### config.mk
export PLATFORM = sky130hd
export DESIGN_NAME = kbl_link
export DESIGN_NICKNAME = d
export VERILOG_FILES = /design/src/inc/kbl_pkg.sv /design/src/kbl_link.sv
export VERILOG_INCLUDE_DIRS = /design/src /design/src/inc
export SDC_FILE = /design/constraint.sdc
export NUM_CORES = 1
export LEC_CHECK = 0
export BUFFER_PORTS_ARGS = -buffer_cell sky130_fd_sc_hd__buf_2
export CORE_ASPECT_RATIO = 1.25
export CORE_MARGIN = 3
export CORE_UTILIZATION = 50
export CTS_CLUSTER_SIZE = 25
export DETAILED_ROUTE_END_ITERATION = 8
export PLACE_DENSITY = 0.74
export RECOVER_POWER = 100
export SYNTH_ARGS = -nofsm -noshare
export SYNTH_HDL_FRONTEND = slang
export SYNTH_SLANG_ARGS = --single-unit
export TNS_END_PERCENT = 5
### constraint.sdc
create_clock -name i_clk -period 2.8 [get_ports i_clk]
set_input_delay 0.42 -clock i_clk [delete_from_list [all_inputs] [get_ports i_clk]]
set_output_delay 0.42 -clock i_clk [all_outputs]
set_load 0.02 [all_outputs]
### src/inc/kbl_consts.svh
/*
 * byte codes, field positions and timing counts of the keyboard link protocol.
 * assumes: included by the design file and the bench, by bare name.
 */
`ifndef KBL_CONSTS_SVH
`define KBL_CONSTS_SVH
// one-byte link codes
`define KBL_RESTART_CODE 8'hff
`define KBL_RESET_ACK_ONE 8'hfe
`define KBL_RESET_ACK_TWO 8'hfd
`define KBL_FIRST_BYTE_ACK 8'h3f
`define KBL_QUIET_ACK 8'h30
`define KBL_SCAN_ACK 8'h31
`define KBL_MOUSE_ACK 8'h32
`define KBL_SCAN_AND_MOUSE_ACK 8'h33
`define KBL_MOUSE_POSITION_REQUEST 8'h22
`define KBL_SPARE_CMD 8'h21
// upper nibbles; the led code is the upper five bits
`define KBL_ACK_NIBBLE 4'h3
`define KBL_KEY_DOWN_PREFIX 4'hc
`define KBL_KEY_UP_PREFIX 4'hd
`define KBL_LED_NIBBLE 5'h00
// mouse count limits (signed 7 bit)
`define KBL_COUNT_MAX 7'h3f
`define KBL_COUNT_MIN 7'h40
// reply timeout, left as a cycle count
`define KBL_ACK_TIMEOUT_CYC 16'h0400
`endif

### src/inc/kbl_pkg.sv
/*
 * types shared by the keyboard link protocol block.
 * assumes: nothing beyond a SystemVerilog compiler.
 */
`default_nettype none
package kbl_pkg;
    // protocol states, one-hot
    typedef enum logic [8:0] {
        KBL_ST_ERR = 9'h001, // restart code sent, waiting for host restart
        KBL_ST_R0 = 9'h002, // waiting first reset ack
        KBL_ST_R1 = 9'h004, // waiting second reset ack
        KBL_ST_R2 = 9'h008, // waiting mode ack
        KBL_ST_IDLE = 9'h010, // free to send
        KBL_ST_K1 = 9'h020, // row byte out, waiting byte ack
        KBL_ST_K2 = 9'h040, // column byte out, waiting final ack
        KBL_ST_M1 = 9'h080, // x count out, waiting byte ack
        KBL_ST_M2 = 9'h100 // y count out, waiting final ack
    } kbl_state_t;
    // one key change from the matrix scanner
    typedef struct packed {
        logic down;
        logic [3:0] row;
        logic [3:0] col;
    } kbl_key_t;
    // single count steps from the quadrature decoder
    typedef struct packed {
        logic x_inc;
        logic x_dec;
        logic y_inc;
        logic y_dec;
    } kbl_step_t;
endpackage
`default_nettype wire

### src/kbl_link.sv
/*
 * keyboard controller link protocol: restart sequence, key packets,
 * mouse packets, mode acks and led command, over a byte-wide link.
 * assumes: rx/tx byte ports and scanner/decoder inputs are on i_clk;
 * only i_user_rst comes from a pin.
 */
`default_nettype none
`include "kbl_consts.svh"

module kbl_link (
    input wire logic i_clk,
    input wire logic i_srst,
    input wire logic i_user_rst,
    input wire logic i_rx_valid,
    input wire logic [7:0] i_rx_data,
    output logic o_tx_valid,
    output logic [7:0] o_tx_data,
    input wire logic i_tx_ready,
    input wire logic i_key_valid,
    input wire kbl_pkg::kbl_key_t i_key,
    output logic o_key_ready,
    output logic o_key_clear,
    input wire kbl_pkg::kbl_step_t i_step,
    output logic o_scan_en,
    output logic o_mouse_auto,
    output logic [2:0] o_leds,
    output logic o_ack_timeout
);
    kbl_pkg::kbl_state_t state; // protocol state
    kbl_pkg::kbl_state_t next_state;
    logic [1:0] urst_sync; // user reset synchroniser
    logic urst_seen; // delayed copy for edge detect
    logic mouse_req; // pending position request
    logic [6:0] cnt_x; // accumulated x movement
    logic [6:0] cnt_y; // accumulated y movement
    logic [6:0] hold_y; // y captured for second byte
    logic [3:0] hold_col; // column captured for second byte
    logic [15:0] to_cnt; // reply wait counter

    // decoded received byte
    wire logic [7:0] rx = i_rx_data;
    wire logic rx_restart = i_rx_valid && rx == `KBL_RESTART_CODE;
    wire logic rx_rq = i_rx_valid && rx == `KBL_MOUSE_POSITION_REQUEST;
    wire logic rx_led = i_rx_valid && rx[7:3] == `KBL_LED_NIBBLE;
    wire logic rx_spare = i_rx_valid && rx == `KBL_SPARE_CMD;
    wire logic rx_cmd = rx_rq || rx_led || rx_spare;
    wire logic rx_final = i_rx_valid && rx[7:4] == `KBL_ACK_NIBBLE && rx[3:2] == 2'b00;
    wire logic rx_back = i_rx_valid && rx == `KBL_FIRST_BYTE_ACK;
    wire logic rx_other = i_rx_valid && !rx_restart && !rx_cmd; // expects ack
    wire logic user_edge = urst_sync[1] && !urst_seen;
    wire logic tx_free = !o_tx_valid || i_tx_ready;
    wire logic locked = cnt_x == `KBL_COUNT_MAX || cnt_x == `KBL_COUNT_MIN
        || cnt_y == `KBL_COUNT_MAX || cnt_y == `KBL_COUNT_MIN;
    wire logic mouse_has = cnt_x != 7'h00 || cnt_y != 7'h00;
    wire logic mouse_want = mouse_req || (o_mouse_auto && mouse_has);
    wire logic idle_free = state == kbl_pkg::KBL_ST_IDLE && tx_free;
    wire logic take_mouse = idle_free && mouse_want && (locked || !i_key_valid || !o_scan_en);
    wire logic take_key = idle_free && i_key_valid && o_scan_en && !take_mouse;
    wire logic wait_st = state inside {kbl_pkg::KBL_ST_K1, kbl_pkg::KBL_ST_K2,
        kbl_pkg::KBL_ST_M1, kbl_pkg::KBL_ST_M2, kbl_pkg::KBL_ST_R2};
    wire logic rst_wait = state inside {kbl_pkg::KBL_ST_ERR, kbl_pkg::KBL_ST_R0};
    // error: wrong reply in any waiting state
    wire logic err_r0 = state == kbl_pkg::KBL_ST_R0 && rx_other
        && rx != `KBL_RESET_ACK_ONE;
    wire logic err_r1 = state == kbl_pkg::KBL_ST_R1 && rx_other
        && rx != `KBL_RESET_ACK_TWO;
    wire logic err_ack = (state inside {kbl_pkg::KBL_ST_K1, kbl_pkg::KBL_ST_M1}
        && rx_other && !rx_back)
        || (state inside {kbl_pkg::KBL_ST_K2, kbl_pkg::KBL_ST_M2, kbl_pkg::KBL_ST_R2}
        && rx_other && !rx_final);
    wire logic err_resend = (state == kbl_pkg::KBL_ST_ERR && i_rx_valid && !rx_restart)
        || err_r0 || err_r1 || err_ack || user_edge;
    // restart on host restart code unless a user reset edge arrives in the same cycle
    wire logic restart = rx_restart && !user_edge;
    wire logic final_ok = wait_st && !(state inside {kbl_pkg::KBL_ST_K1,
        kbl_pkg::KBL_ST_M1}) && rx_final && !restart;
    wire logic back_ok = state inside {kbl_pkg::KBL_ST_K1, kbl_pkg::KBL_ST_M1}
        && rx_back && !restart;
    wire logic cap = take_mouse && !restart && !err_resend;

    // next state
    always_comb begin
        next_state = state;
        case (state)
            kbl_pkg::KBL_ST_ERR: next_state = kbl_pkg::KBL_ST_ERR;
            kbl_pkg::KBL_ST_R0: begin
                if (i_rx_valid && rx == `KBL_RESET_ACK_ONE) begin
                    next_state = kbl_pkg::KBL_ST_R1;
                end
            end
            kbl_pkg::KBL_ST_R1: begin
                if (i_rx_valid && rx == `KBL_RESET_ACK_TWO) begin
                    next_state = kbl_pkg::KBL_ST_R2;
                end
            end
            kbl_pkg::KBL_ST_K1: if (back_ok) next_state = kbl_pkg::KBL_ST_K2;
            kbl_pkg::KBL_ST_M1: if (back_ok) next_state = kbl_pkg::KBL_ST_M2;
            kbl_pkg::KBL_ST_IDLE: begin
                if (take_mouse) begin
                    next_state = kbl_pkg::KBL_ST_M1;
                end else if (take_key) begin
                    next_state = kbl_pkg::KBL_ST_K1;
                end
            end
            kbl_pkg::KBL_ST_R2, kbl_pkg::KBL_ST_K2, kbl_pkg::KBL_ST_M2: begin
                if (final_ok) next_state = kbl_pkg::KBL_ST_IDLE;
            end
            default: next_state = kbl_pkg::KBL_ST_ERR;
        endcase
        if (restart) begin
            next_state = kbl_pkg::KBL_ST_R0;
        end else if (err_resend) begin
            next_state = kbl_pkg::KBL_ST_ERR;
        end
    end

    // user reset pin: two flip-flops, then edge detect on the second
    always_ff @(posedge i_clk) begin
        urst_sync <= {urst_sync[0], i_user_rst};
        urst_seen <= urst_sync[1];
    end

    // state register
    always_ff @(posedge i_clk) begin
        if (i_srst) state <= kbl_pkg::KBL_ST_ERR;
        else state <= next_state;
    end

    // transmit byte; restart code overrides a pending byte
    always_ff @(posedge i_clk) begin
        if (i_srst) begin
            o_tx_valid <= 1'b1;
            o_tx_data <= `KBL_RESTART_CODE;
        end else if (restart || err_resend) begin
            o_tx_valid <= 1'b1;
            o_tx_data <= `KBL_RESTART_CODE;
        end else if (state == kbl_pkg::KBL_ST_R0 && i_rx_valid) begin
            o_tx_valid <= 1'b1;
            o_tx_data <= `KBL_RESET_ACK_ONE;
        end else if (state == kbl_pkg::KBL_ST_R1 && i_rx_valid
            && rx == `KBL_RESET_ACK_TWO) begin
            o_tx_valid <= 1'b1;
            o_tx_data <= `KBL_RESET_ACK_TWO;
        end else if (back_ok && state == kbl_pkg::KBL_ST_K1) begin
            o_tx_valid <= 1'b1;
            o_tx_data <= {o_tx_data[7:4], hold_col};
        end else if (back_ok) begin
            o_tx_valid <= 1'b1;
            o_tx_data <= {1'b0, hold_y};
        end else if (cap) begin
            o_tx_valid <= 1'b1;
            o_tx_data <= {1'b0, cnt_x};
        end else if (take_key && !restart && !err_resend) begin
            o_tx_valid <= 1'b1;
            o_tx_data <= {i_key.down ? `KBL_KEY_DOWN_PREFIX : `KBL_KEY_UP_PREFIX, i_key.row};
        end else if (i_tx_ready) begin
            o_tx_valid <= 1'b0;
        end
    end

    // key column held for the second byte
    always_ff @(posedge i_clk) begin
        if (take_key) hold_col <= i_key.col;
    end

    // modes: cleared by restart, set by final acks
    always_ff @(posedge i_clk) begin
        if (i_srst || restart) begin
            o_scan_en <= 1'b0;
            o_mouse_auto <= 1'b0;
        end else if (final_ok) begin
            o_scan_en <= rx[0];
            o_mouse_auto <= rx[1];
        end else if (state == kbl_pkg::KBL_ST_R2 && !final_ok) begin
            o_scan_en <= o_scan_en;
        end else if (take_key || cap) begin
            o_scan_en <= 1'b0;
            o_mouse_auto <= cap ? 1'b0 : o_mouse_auto;
        end
    end

    // mouse counters: accumulate, lock at a limit; on capture a step that
    // arrives in the same cycle starts the next count instead of being lost
    always_ff @(posedge i_clk) begin
        if (i_srst || restart) begin
            cnt_x <= 7'h00;
            cnt_y <= 7'h00;
        end else if (cap) begin
            cnt_x <= {6'h00, i_step.x_inc} - {6'h00, i_step.x_dec};
            cnt_y <= {6'h00, i_step.y_inc} - {6'h00, i_step.y_dec};
            hold_y <= cnt_y;
        end else if (!locked) begin
            cnt_x <= cnt_x + {6'h00, i_step.x_inc} - {6'h00, i_step.x_dec};
            cnt_y <= cnt_y + {6'h00, i_step.y_inc} - {6'h00, i_step.y_dec};
        end
    end

    // position request held until a mouse set goes out
    always_ff @(posedge i_clk) begin
        if (i_srst || restart) mouse_req <= 1'b0;
        else if (rx_rq) mouse_req <= 1'b1;
        else if (cap) mouse_req <= 1'b0;
    end

    // led command; a protocol restart leaves it alone
    always_ff @(posedge i_clk) begin
        if (i_srst) o_leds <= 3'h0;
        else if (rx_led) o_leds <= rx[2:0];
    end

    // key flags released at restart
    always_ff @(posedge i_clk) begin
        if (i_srst) o_key_clear <= 1'b0;
        else o_key_clear <= restart;
    end

    // reply timer while waiting for host restart or first reset ack; timeout only flagged
    always_ff @(posedge i_clk) begin
        if (i_srst || !rst_wait || i_rx_valid) begin
            to_cnt <= 16'h0000;
            o_ack_timeout <= 1'b0;
        end else if (to_cnt == `KBL_ACK_TIMEOUT_CYC - 16'h0001) begin
            to_cnt <= 16'h0000;
            o_ack_timeout <= 1'b1;
        end else begin
            to_cnt <= to_cnt + 16'h0001;
            o_ack_timeout <= 1'b0;
        end
    end

    // scanner is stalled while a key byte cannot go; dropped when scan off
    assign o_key_ready = !o_scan_en || take_key;
endmodule // kbl_link
`default_nettype wire

== Word level (Yosys, flattened, before mapping) ==
Cells that the tools add are included.
Storage, ports and cells
  bits in registers: 70
  word-level logic and storage cells: 204
Cells by class
  $add $sub $neg: 7
  eq/ne operators: 37
  mux-type cells: 30
  bitwise logic cells: 2
  reduce and logical (&&, ||, !) cells: 108
Operators by type and width (number)
  2-to-1 mux 9 bit: 7
  one-hot mux 9 bit (6 select lines): 1
  logical AND 1 bit: 44
  2-to-1 mux 7 bit: 4
  equality test 8 x 6 -> 1 bit, second input constant: 3
  equality test 8 bit, second input constant: 3
  2-to-1 mux 8 bit: 3
  logical OR 1 bit: 21
  != test 4 bit, second input constant: 5
  adder 16 x 1 -> 16 bit, second input constant: 1
  equality test 16 x 10 -> 1 bit, second input constant: 1
  != test 8 bit, second input constant: 2
  zero test 1 bit: 15
  adder 7 x 1 -> 7 bit: 2
  equality test 7 x 6 -> 1 bit, second input constant: 2
  equality test 7 bit, second input constant: 2
  nonzero test 7 bit: 2
  subtractor 7 x 1 -> 7 bit: 2
  != test 2 bit, second input constant: 6
  AND reduction 6 bit: 2
  2-to-1 mux 1 bit: 11
  nonzero test 2 bit: 5
  nonzero test 5 bit: 2
  equality test 9 x 1 -> 1 bit, second input constant: 1
  other kinds (27): 37

== Longest topological paths before layout ==
Gate-level depths: netlist of the first run.
  depth after elaboration: 20
  depth in mapped cells: 13

== Worst setup path before layout of the first run ==
No wires, ideal clock.
  kind: input to register
  from: input i_step[2] in the netlist's numbering
  to: register cnt_x[6]
  arrival: 2.412 ns
  stages on the path: 11
  required time: 2.678 ns
  setup slack: 0.266 ns
  setup time: 0.122 ns
  cell sequence: ha_1 > inv_1 > ha_1 > inv_1 > fa_1 > nand2b_1 > a21oi_1 > o21ai_0 > a2111oi_0 > xnor2_1 > a21oi_1
Between the ends
  cells in the longest elaborated chain, start to end: 3
  elaborated cells between the ends (all ways): 4
  those cells by class: add/sub: 2; mux: 2
RTL lines
  start: declaration: line kbl_link.sv:23  | input wire kbl_pkg::kbl_step_t i_step,
  subtractor 7 x 1 -> 7 bit: line kbl_link.sv:193  | cnt_x <= cnt_x + {6'h00, i_step.x_inc} - {6'h00, i_step.x_dec};
  2-to-1 mux 7 bit: line kbl_link.sv:192  | end else if (!locked) begin
  2-to-1 mux 7 bit (*): line kbl_link.sv:188  | end else if (cap) begin
  end signal: assignment: line kbl_link.sv:189  | cnt_x <= {6'h00, i_step.x_inc} - {6'h00, i_step.x_dec};
  end signal: assignment: line kbl_link.sv:193
  end: declaration: line kbl_link.sv:34  | logic [6:0] cnt_x;
Mark *: on every way between the ends. The rest lies on a longest branch, timed or not. The select of a mux whose other input is x is not followed.
A chain may end at the register's enable or synchronous reset.

== Worst setup path after layout of the first run ==
  from: register cnt_y[4]
  to: output o_key_ready
Between the ends
  cells in the longest elaborated chain, start to end: 9
  elaborated cells between the ends (all ways): 15
  those cells by class: eq/ne: 2; reduce/logical: 13
RTL lines
  start: declaration: line kbl_link.sv:35  | logic [6:0] cnt_y;
  start signal: assignment: line kbl_link.sv:190  | cnt_y <= {6'h00, i_step.y_inc} - {6'h00, i_step.y_dec};
  start signal: assignment: line kbl_link.sv:194  | cnt_y <= cnt_y + {6'h00, i_step.y_inc} - {6'h00, i_step.y_dec};
  equality test 7 x 6 -> 1 bit (no source line) / nonzero test 7 bit (equally long branches)
  logical OR 1 bit (on tied branches)
  logical OR 1 bit (no source line) / logical AND 1 bit (equally long branches)
  logical OR 1 bit (on tied branches): line kbl_link.sv:57, kbl_link.sv:55
  logical OR 1 bit / logical AND 1 bit (equally long branches): line kbl_link.sv:57  | wire logic take_mouse = idle_free && mouse_want && (locked || !i_key_valid || !o_scan_en);
  logical AND 1 bit (*): line kbl_link.sv:57
  zero test 1 bit (*): line kbl_link.sv:58  | wire logic take_key = idle_free && i_key_valid && o_scan_en && !take_mouse;
  logical AND 1 bit (*): line kbl_link.sv:58
  logical OR 1 bit (*): line kbl_link.sv:232  | assign o_key_ready = !o_scan_en || take_key;
  end: declaration: line kbl_link.sv:21  | output logic o_key_ready,
Mark *: on every way between the ends. The rest lies on a longest branch, timed or not.

==> run_results.csv, run 1 <==
group,metric,value,unit
cts,clock-sinks,70,
synth,yosys_warnings,0,
cts,clkTransAtPathRegs,80,ps
cts,cts_tree,"done",
timing,finalWorstSetupSlack,91.52,ps
timing,clock-skew-final,14.07,ps
detailed_routing,wl_per_cell,15.37,um
final_layout,nets,612,
place,placed_cell_area,0.004636,mm2
place,dp_cells,640,
final_layout,fin_cells,658,
detailed_routing,drc,0,
place,pre_cts_slack,-173.3,ps
detailed_routing,firstDrtPassIters,4,
timing,worstMarginPinSlew,872.4,ps
timing,min_period,2708,ps
final_layout,fillers,692,
synth,synth_top_cell_area_share,0.2818,
synth,avgSynthCellArea,8.519,um2
synth,async_flop_share,0,
timing,drv_slew,0,
worst_setup_path,worstSetupPathType,"reg2out",
floorplanning,start_util,0.5257,
worst_setup_path,reg2reg_slack,150,ps
synth,syn_area,0.004192,mm2
final_layout,syn_to_final_growth,15.52,%
global_routing,gr-total-overflow,0,
worst_setup_path,crit_family,"compound AO/OA/AOI/OAI gates",
synth,yosysMostFrequentCell,"dfxtp_1",
worst_setup_path,cpMostUsedCell,"nand2_1",
worst_setup_path,path_cells,"inv_1 > ha_1 > nor4bb_1 > buf_4 > a22oi_1 > nand2_1 > a211o_1 > nand2_1 > buf_2",
cts,clk_latency,370,ps
synth,ys_top_cells_by_area,"dfxtp_1 28%, edfxtp_1 7.9%, ha_1 7.5%",
final_layout,fin_area,0.004842,mm2
power,total_leakage_power,1.927,nW
cts,root_buffer,"clkbuf_8",
floorplanning,die_w,87.89,um
global_routing,antenna_found_initial,0,
floorplanning,dieArea,0.009524,mm2
cts,clock_path_buffers,2,
timing,rsz0062_at_grt,"yes",
synth,yosysTopAreaCell,"dfxtp_1",
final_layout,regArea,0.001518,mm2
floorplanning,pin_count,44,
timing,slew_headroom,0.4184,
final_layout,layout-drive-gt1-share,0.1545,
floorplanning,core_area,0.007973,mm2
worst_setup_path,worst_path_max_delay_cell,"dfxtp_2",
synth,ys_ff_latch,70,
timing,clock.fmax,369.2,MHz
power,power.total,3.504,mW
final_layout,finish.utilization,0.6073,
detailed_routing,finalWirelength,10110,um
global_routing,grt_pass1_vias,3659,
worst_setup_path,critPathLaunchType,"register",
synth,synth-seq-area-share,0.3606,
synth,synth_edf_count,11,
power,peakVddDrop,0.6411,mV
final_layout,multiInputGateArea,0.002495,mm2
floorplanning,die_h,108.4,um
synth,ys_types,66,
final_layout,antennaDiodeCount,0,
global_routing,grt_pass1_wl,17040,um
flow_run,drv_cap,0,
synth,netlist_top_cells_count,"59 x dfxtp_1, 58 x nor2_1, 46 x nand2_1, 36 x inv_1, 34 x a21oi_1",
timing,hold_viol_final,0,
outcome,outcome,"finished, final reports clean",
worst_setup_path,cp_max_fo,5,
cts,numCtsBuffers,9,
detailed_routing,drt_iter0_markers,157,
cts,ctsHtreeMaxLevel,3,
worst_setup_path,end_kind,"output pin",
global_routing,grt_use_total,0.2282,
synth,synthFlopType,"dfxtp_1",
global_routing,grt_max_degree,23,
hold_path,worstHoldPathType,"in2reg",
detailed_routing,ant_nets,0,
cts,ctsHoldBuffers,0,
worst_setup_path,required,2380,ps
synth,syn_inst,492,
place,gp_congestion,0.8684,
detailed_routing,viasPerCell,5.710,
place,port_buffers,43,
worst_setup_path,crit_buf_inv,3,
place,dpl.hpwl,7715,um
floorplanning,rows,36,
synth,synth_fp_nets,546,
worst_setup_path,slowest_delay,390,ps
power,p_per_area,723.6,mW/mm2
worst_setup_path,cp.arrival,2290,ps
timing,finalCritPeriodShare,0.9673,
timing,setup_viol,0,
detailed_routing,vias,3757,
## worst register-to-register path, delay by kind of cell (launching register included)
kind,cells,cell delay (ps)
compound gates,4,800
xor+xnor,1,170
simple gates,1,160
flops,1,390
buf+inv,3,200
fa+ha+maj,3,830
## sequential cells by signal, indices dropped and copies added, names as in the netlist, 2 cells and up
signal     flops
cnt_x          7
cnt_y          7
hold_col       4
hold_y         7
o_leds         3
o_tx_data      8
state          9
to_cnt        16
urst_sync      2
## path summary, 6_finish.rpt
path         cells past startpoint                  start                     to
min reg2reg                      0   urst_sync[0]$_DFF_P_   urst_sync[1]$_DFF_P_
max reg2reg                     12  cnt_x[0]$_SDFFE_PP0P_  cnt_x[6]$_SDFFE_PP0P_
max                              9  cnt_y[4]$_SDFFE_PP0P_            o_key_ready
min                              1             i_user_rst   urst_sync[0]$_DFF_P_
## through the flow
| stage | hold slack, ps | setup TNS [ps] |
|---|---|---|
| 3_5_place_dp | 321.4 | -173.3 |
| 5_1_grt | 151.1 | -213.4 |
| 3_3_place_gp | 311.4 | 0 |
| 2_1_floorplan | 309.6 | 0 |
| 6_report | 163.1 | 0 |
| 4_1_cts | 146.2 | 0 |
## layer usage
| metal | vias to the layer above | GRT usage | part of all wire |
|---|---|---|---|
| met5 | - | 0 | 0 |
| met4 | 0 | 0.09868 | 0.022 |
| met3 | 18 | 0.04726 | 0.049 |
| met2 | 80 | 0.3804 | 0.50 |
| met1 | 1771 | 0.2819 | 0.43 |
| li1 | 1888 | - | - |
## cells in the final DEF, fill, tap and decap left out, drive strengths merged, types with 3 or more instances in the layout
cell type / instances
o32ai: 3
a22oi: 4
a31oi: 6
nand3: 20
xnor2: 11
nor2b: 3
nand4: 5
a2111oi: 3
nand2: 46
inv: 37
o21ai: 27
clkbuf: 36
nand2b: 7
a21o: 3
and3: 7
edfxtp: 11
ha: 25
o22ai: 5
or3: 5
dfxtp: 59
or2: 3
mux2i: 9
o31ai: 3
o21bai: 4
nor2: 58
o211ai: 3
clkinv: 4
nor3: 22
nor4: 4
nor3b: 4
nand4b: 6
a21oi: 34
xor2: 16
buf: 41
## kinds of logic after synthesis
logic type,Yosys count,synth area share
compound gates,110,0.1794
xor+xnor,27,0.05642
fa+ha+maj,27,0.08418
buf+inv,49,0.04716
flops,70,0.3606
mux,10,0.02418
simple gates,199,0.2481
## where the power goes
| part | total [mW] | internal (mW) | switching, mW |
|---|---|---|---|
| Clock | 0.919 | 0.504 | 0.415 |
| Sequential | 1.24 | 1.13 | 0.114 |
| Combinational | 1.34 | 0.622 | 0.720 |
| Total | 3.50 | 2.25 | 1.25 |
## final cells by class
type	instances	share of cell area
flip-flops and latches	70	0.3134
repair buffers	68	0.07339
multi-input cells	373	0.5152
inverters	36	0.02791
clock buffers	9	0.02558
well taps	95	0.02455
clock inverters	7	0.01990
## timing repair
item,CTS,global route
gates resized for setup,4,5
pin swaps,0,2
setup endpoints to repair,2,10
setup buffers,0,2
No activity file was read; power rests on OpenSTA's default activity.
==> run 2, diff against run 1 <==
--- a/config.mk
+++ b/config.mk
@@ -9,10 +9,11 @@
 export BUFFER_PORTS_ARGS = -buffer_cell sky130_fd_sc_hd__buf_2
 export CORE_ASPECT_RATIO = 1.25
 export CORE_MARGIN = 3
-export CORE_UTILIZATION = 50
+export CORE_UTILIZATION = 37
+export CTS_CLUSTER_DIAMETER = 200
 export CTS_CLUSTER_SIZE = 25
 export DETAILED_ROUTE_END_ITERATION = 8
-export PLACE_DENSITY = 0.74
+export PLACE_DENSITY = 0.59
 export RECOVER_POWER = 100
 export SYNTH_ARGS = -nofsm -noshare
 export SYNTH_HDL_FRONTEND = slang
==> run 2 against run 1 <==
  * Flip-flop and latch count unchanged
  * Register-to-register slack improved by 80 ps
  * Worst hold slack improved by 22 ps
  * First-iteration DRC count increased by 26%
  * Routed wire length increased by 3.6%
  * Sequential share of layout area decreased by 0.75 points
  * Highest routed layer unchanged
  * Critical endpoint unchanged
==> run_results.csv, run 2 (synthesized netlist as in run 1, its figures left out) <==
group,metric,value,unit
outcome,outcome,"finished, final reports clean",
worst_setup_path,critPathLaunchType,"register",
detailed_routing,viasPerCell,5.361,
worst_setup_path,cp.arrival,2280,ps
floorplanning,pin_count,44,
worst_setup_path,end_kind,"output pin",
final_layout,largest_reg_flops,16,
power,p_per_area,743.9,mW/mm2
final_layout,finish.utilization,0.4568,
timing,worstMarginPinSlew,830.4,ps
worst_setup_path,r2r_end,"cnt_y[6]$_SDFFE_PP0P_",
timing,finalCritPeriodShare,0.9627,
worst_setup_path,cp_max_fo,4,
worst_setup_path,worstSetupPathType,"reg2out",
power,clkPwrFrac,0.301,
cts,clk_latency,340,ps
cts,clock_path_buffers,2,
detailed_routing,finalWirelength,10480,um
global_routing,grt_max_degree,23,
power,power.switching,1.303,mW
detailed_routing,ant_nets,0,
detailed_routing,drc,0,
floorplanning,rows,42,
floorplanning,dieArea,0.01265,mm2
cts,numCtsBuffers,9,
place,dpl.hpwl,8119,um
hold_path,hold_end,"urst_sync[0]$_DFF_P_",
power,p_int,2.376,mW
worst_setup_path,reg2reg_depth,12,
final_layout,layout-drive-gt1-share,0.1502,
hold_path,min_from,"i_user_rst",
floorplanning,core_area,0.01083,mm2
final_layout,top_register,"to_cnt",
detailed_routing,wl_per_cell,15.02,um
cts,clkTransAtPathRegs,60,ps
worst_setup_path,reg2reg_from,"cnt_y[0]$_SDFFE_PP0P_",
final_layout,nets,615,
power,combPwrFrac,0.366,
timing,min_period,2696,ps
floorplanning,start_util,0.3872,
cts,clock-sinks,70,
timing,hold_viol_final,0,
hold_path,worstHoldPathType,"in2reg",
hold_path,holdPathStages,1,
detailed_routing,firstDrtPassIters,4,
power,p_sw_frac,0.3542,
global_routing,grt_pass1_wl,17570,um
power,total_leakage_power,1.950,nW
cts,cts_tree,"done",
final_layout,mostFrequentLayoutCells,"58 x nor2_1, 58 x dfxtp_1, 46 x nand2_1",
timing,clock.fmax,371.0,MHz
power,power_frac_seq,0.333,
timing,fin_tns_setup,0,ps
cts,ctsHtreeMaxLevel,3,
timing,drv_slew,0,
detailed_routing,vias,3742,
final_layout,antennaDiodeCount,0,
final_layout,syn_to_final_growth,17.97,%
worst_setup_path,required,2380,ps
power,peakVddDrop,0.5604,mV
floorplanning,die_h,125,um
detailed_routing,drt_iter0_markers,198,
final_layout,reg_top3,"to_cnt x16, state x9, o_tx_data x8",
global_routing,grt_pass1_vias,3668,
place,gp_congestion,0.8627,
place,port_buffers,43,
timing,rsz0062_at_grt,"yes",
global_routing,antenna_found_initial,0,
floorplanning,die_w,101.2,um
timing,slew_headroom,0.4464,
timing,whs,184.7,ps
cts,ctsHoldBuffers,0,
global_routing,grt_use_total,0.1722,
worst_setup_path,reg2reg_slack,230,ps
timing,setup_viol,0,
timing,clock-skew-final,4.673,ps
cts,root_buffer,"clkbuf_16",
global_routing,gr-total-overflow,0,
flow_run,drv_cap,0,
## run 2: layout make-up
type | instances | area [um2]
inverters | 36 | 135.1
multi-input cells | 373 | 2470
repair buffers | 71 | 376.6
clock buffers | 9 | 225.2
fillers | 1100 | 5881
clock inverters | 7 | 60.06
flip-flops and latches | 70 | 1513
well taps | 132 | 165.2
## run 2: metrics by stage
step | setup WS [ps] | total power [mW] | cell area [um2] | cells
floorplan | 265.9 | 2.209 | 4192 | 492
global placement | 45.58 | 2.540 | 4712 | 681
detailed placement | -34.11 | 2.563 | 4712 | 681
CTS | 7.178 | 3.690 | 5004 | 697
global route | -6.462 | 3.965 | 4945 | 698
finish | 104.4 | 3.679 | 4945 | 698
## run 2: power groups by stage
stage	clock network, mW	registers (mW)	logic (mW)
after floorplan	0	1.23	0.975
after global placement	0	1.24	1.30
after detailed placement	0	1.25	1.32
after CTS	1.13	1.22	1.33
after global routing	1.18	1.24	1.54
final	1.11	1.23	1.35
## run 2: timing repair
item | in CTS | in global routing
pin swaps | 0 | 1
setup endpoints to repair | 1 | 3
hold endpoints to repair | 0 | 0
cloned | 0 | 0
resized for setup | 1 | 5
setup buffers | 0 | 1
## run 2: how the worst max path moves through the flow
stage / from / to / slack, ps / cells past startpoint
2_1_floorplan: i_step[2] / cnt_x[6]$_SDFFE_PP0P_ / 270 / 11
3_5_place_dp: i_step[0] / cnt_y[6]$_SDFFE_PP0P_ / -30 / 12
3_3_place_gp: i_step[2] / cnt_x[6]$_SDFFE_PP0P_ / 50 / 12
4_1_cts: cnt_y[4]$_SDFFE_PP0P_ / o_key_ready / 7 / 9
5_1_grt: cnt_y[3]$_SDFFE_PP0P_ / o_key_ready / -6 / 9
6_report: cnt_y[3]$_SDFFE_PP0P_ / o_key_ready / 100 / 9
## run 2: metal layers
layer | part of all wire | track usage
met5 | 0 | 0
met1 | 0.45 | 0.2261
met2 | 0.49 | 0.2839
met4 | 0.014 | 0.04851
met3 | 0.040 | 0.03565
## run 2: worst max-delay path, stage by stage (launching register included)
cell and delay (ps):
dfxtp_1 380, inv_1 100, ha_1 180, nor4bb_1 140, buf_4 160, a22oi_1 220, nand2_1 140, a211o_1 340
nand2_1 110, buf_2 170
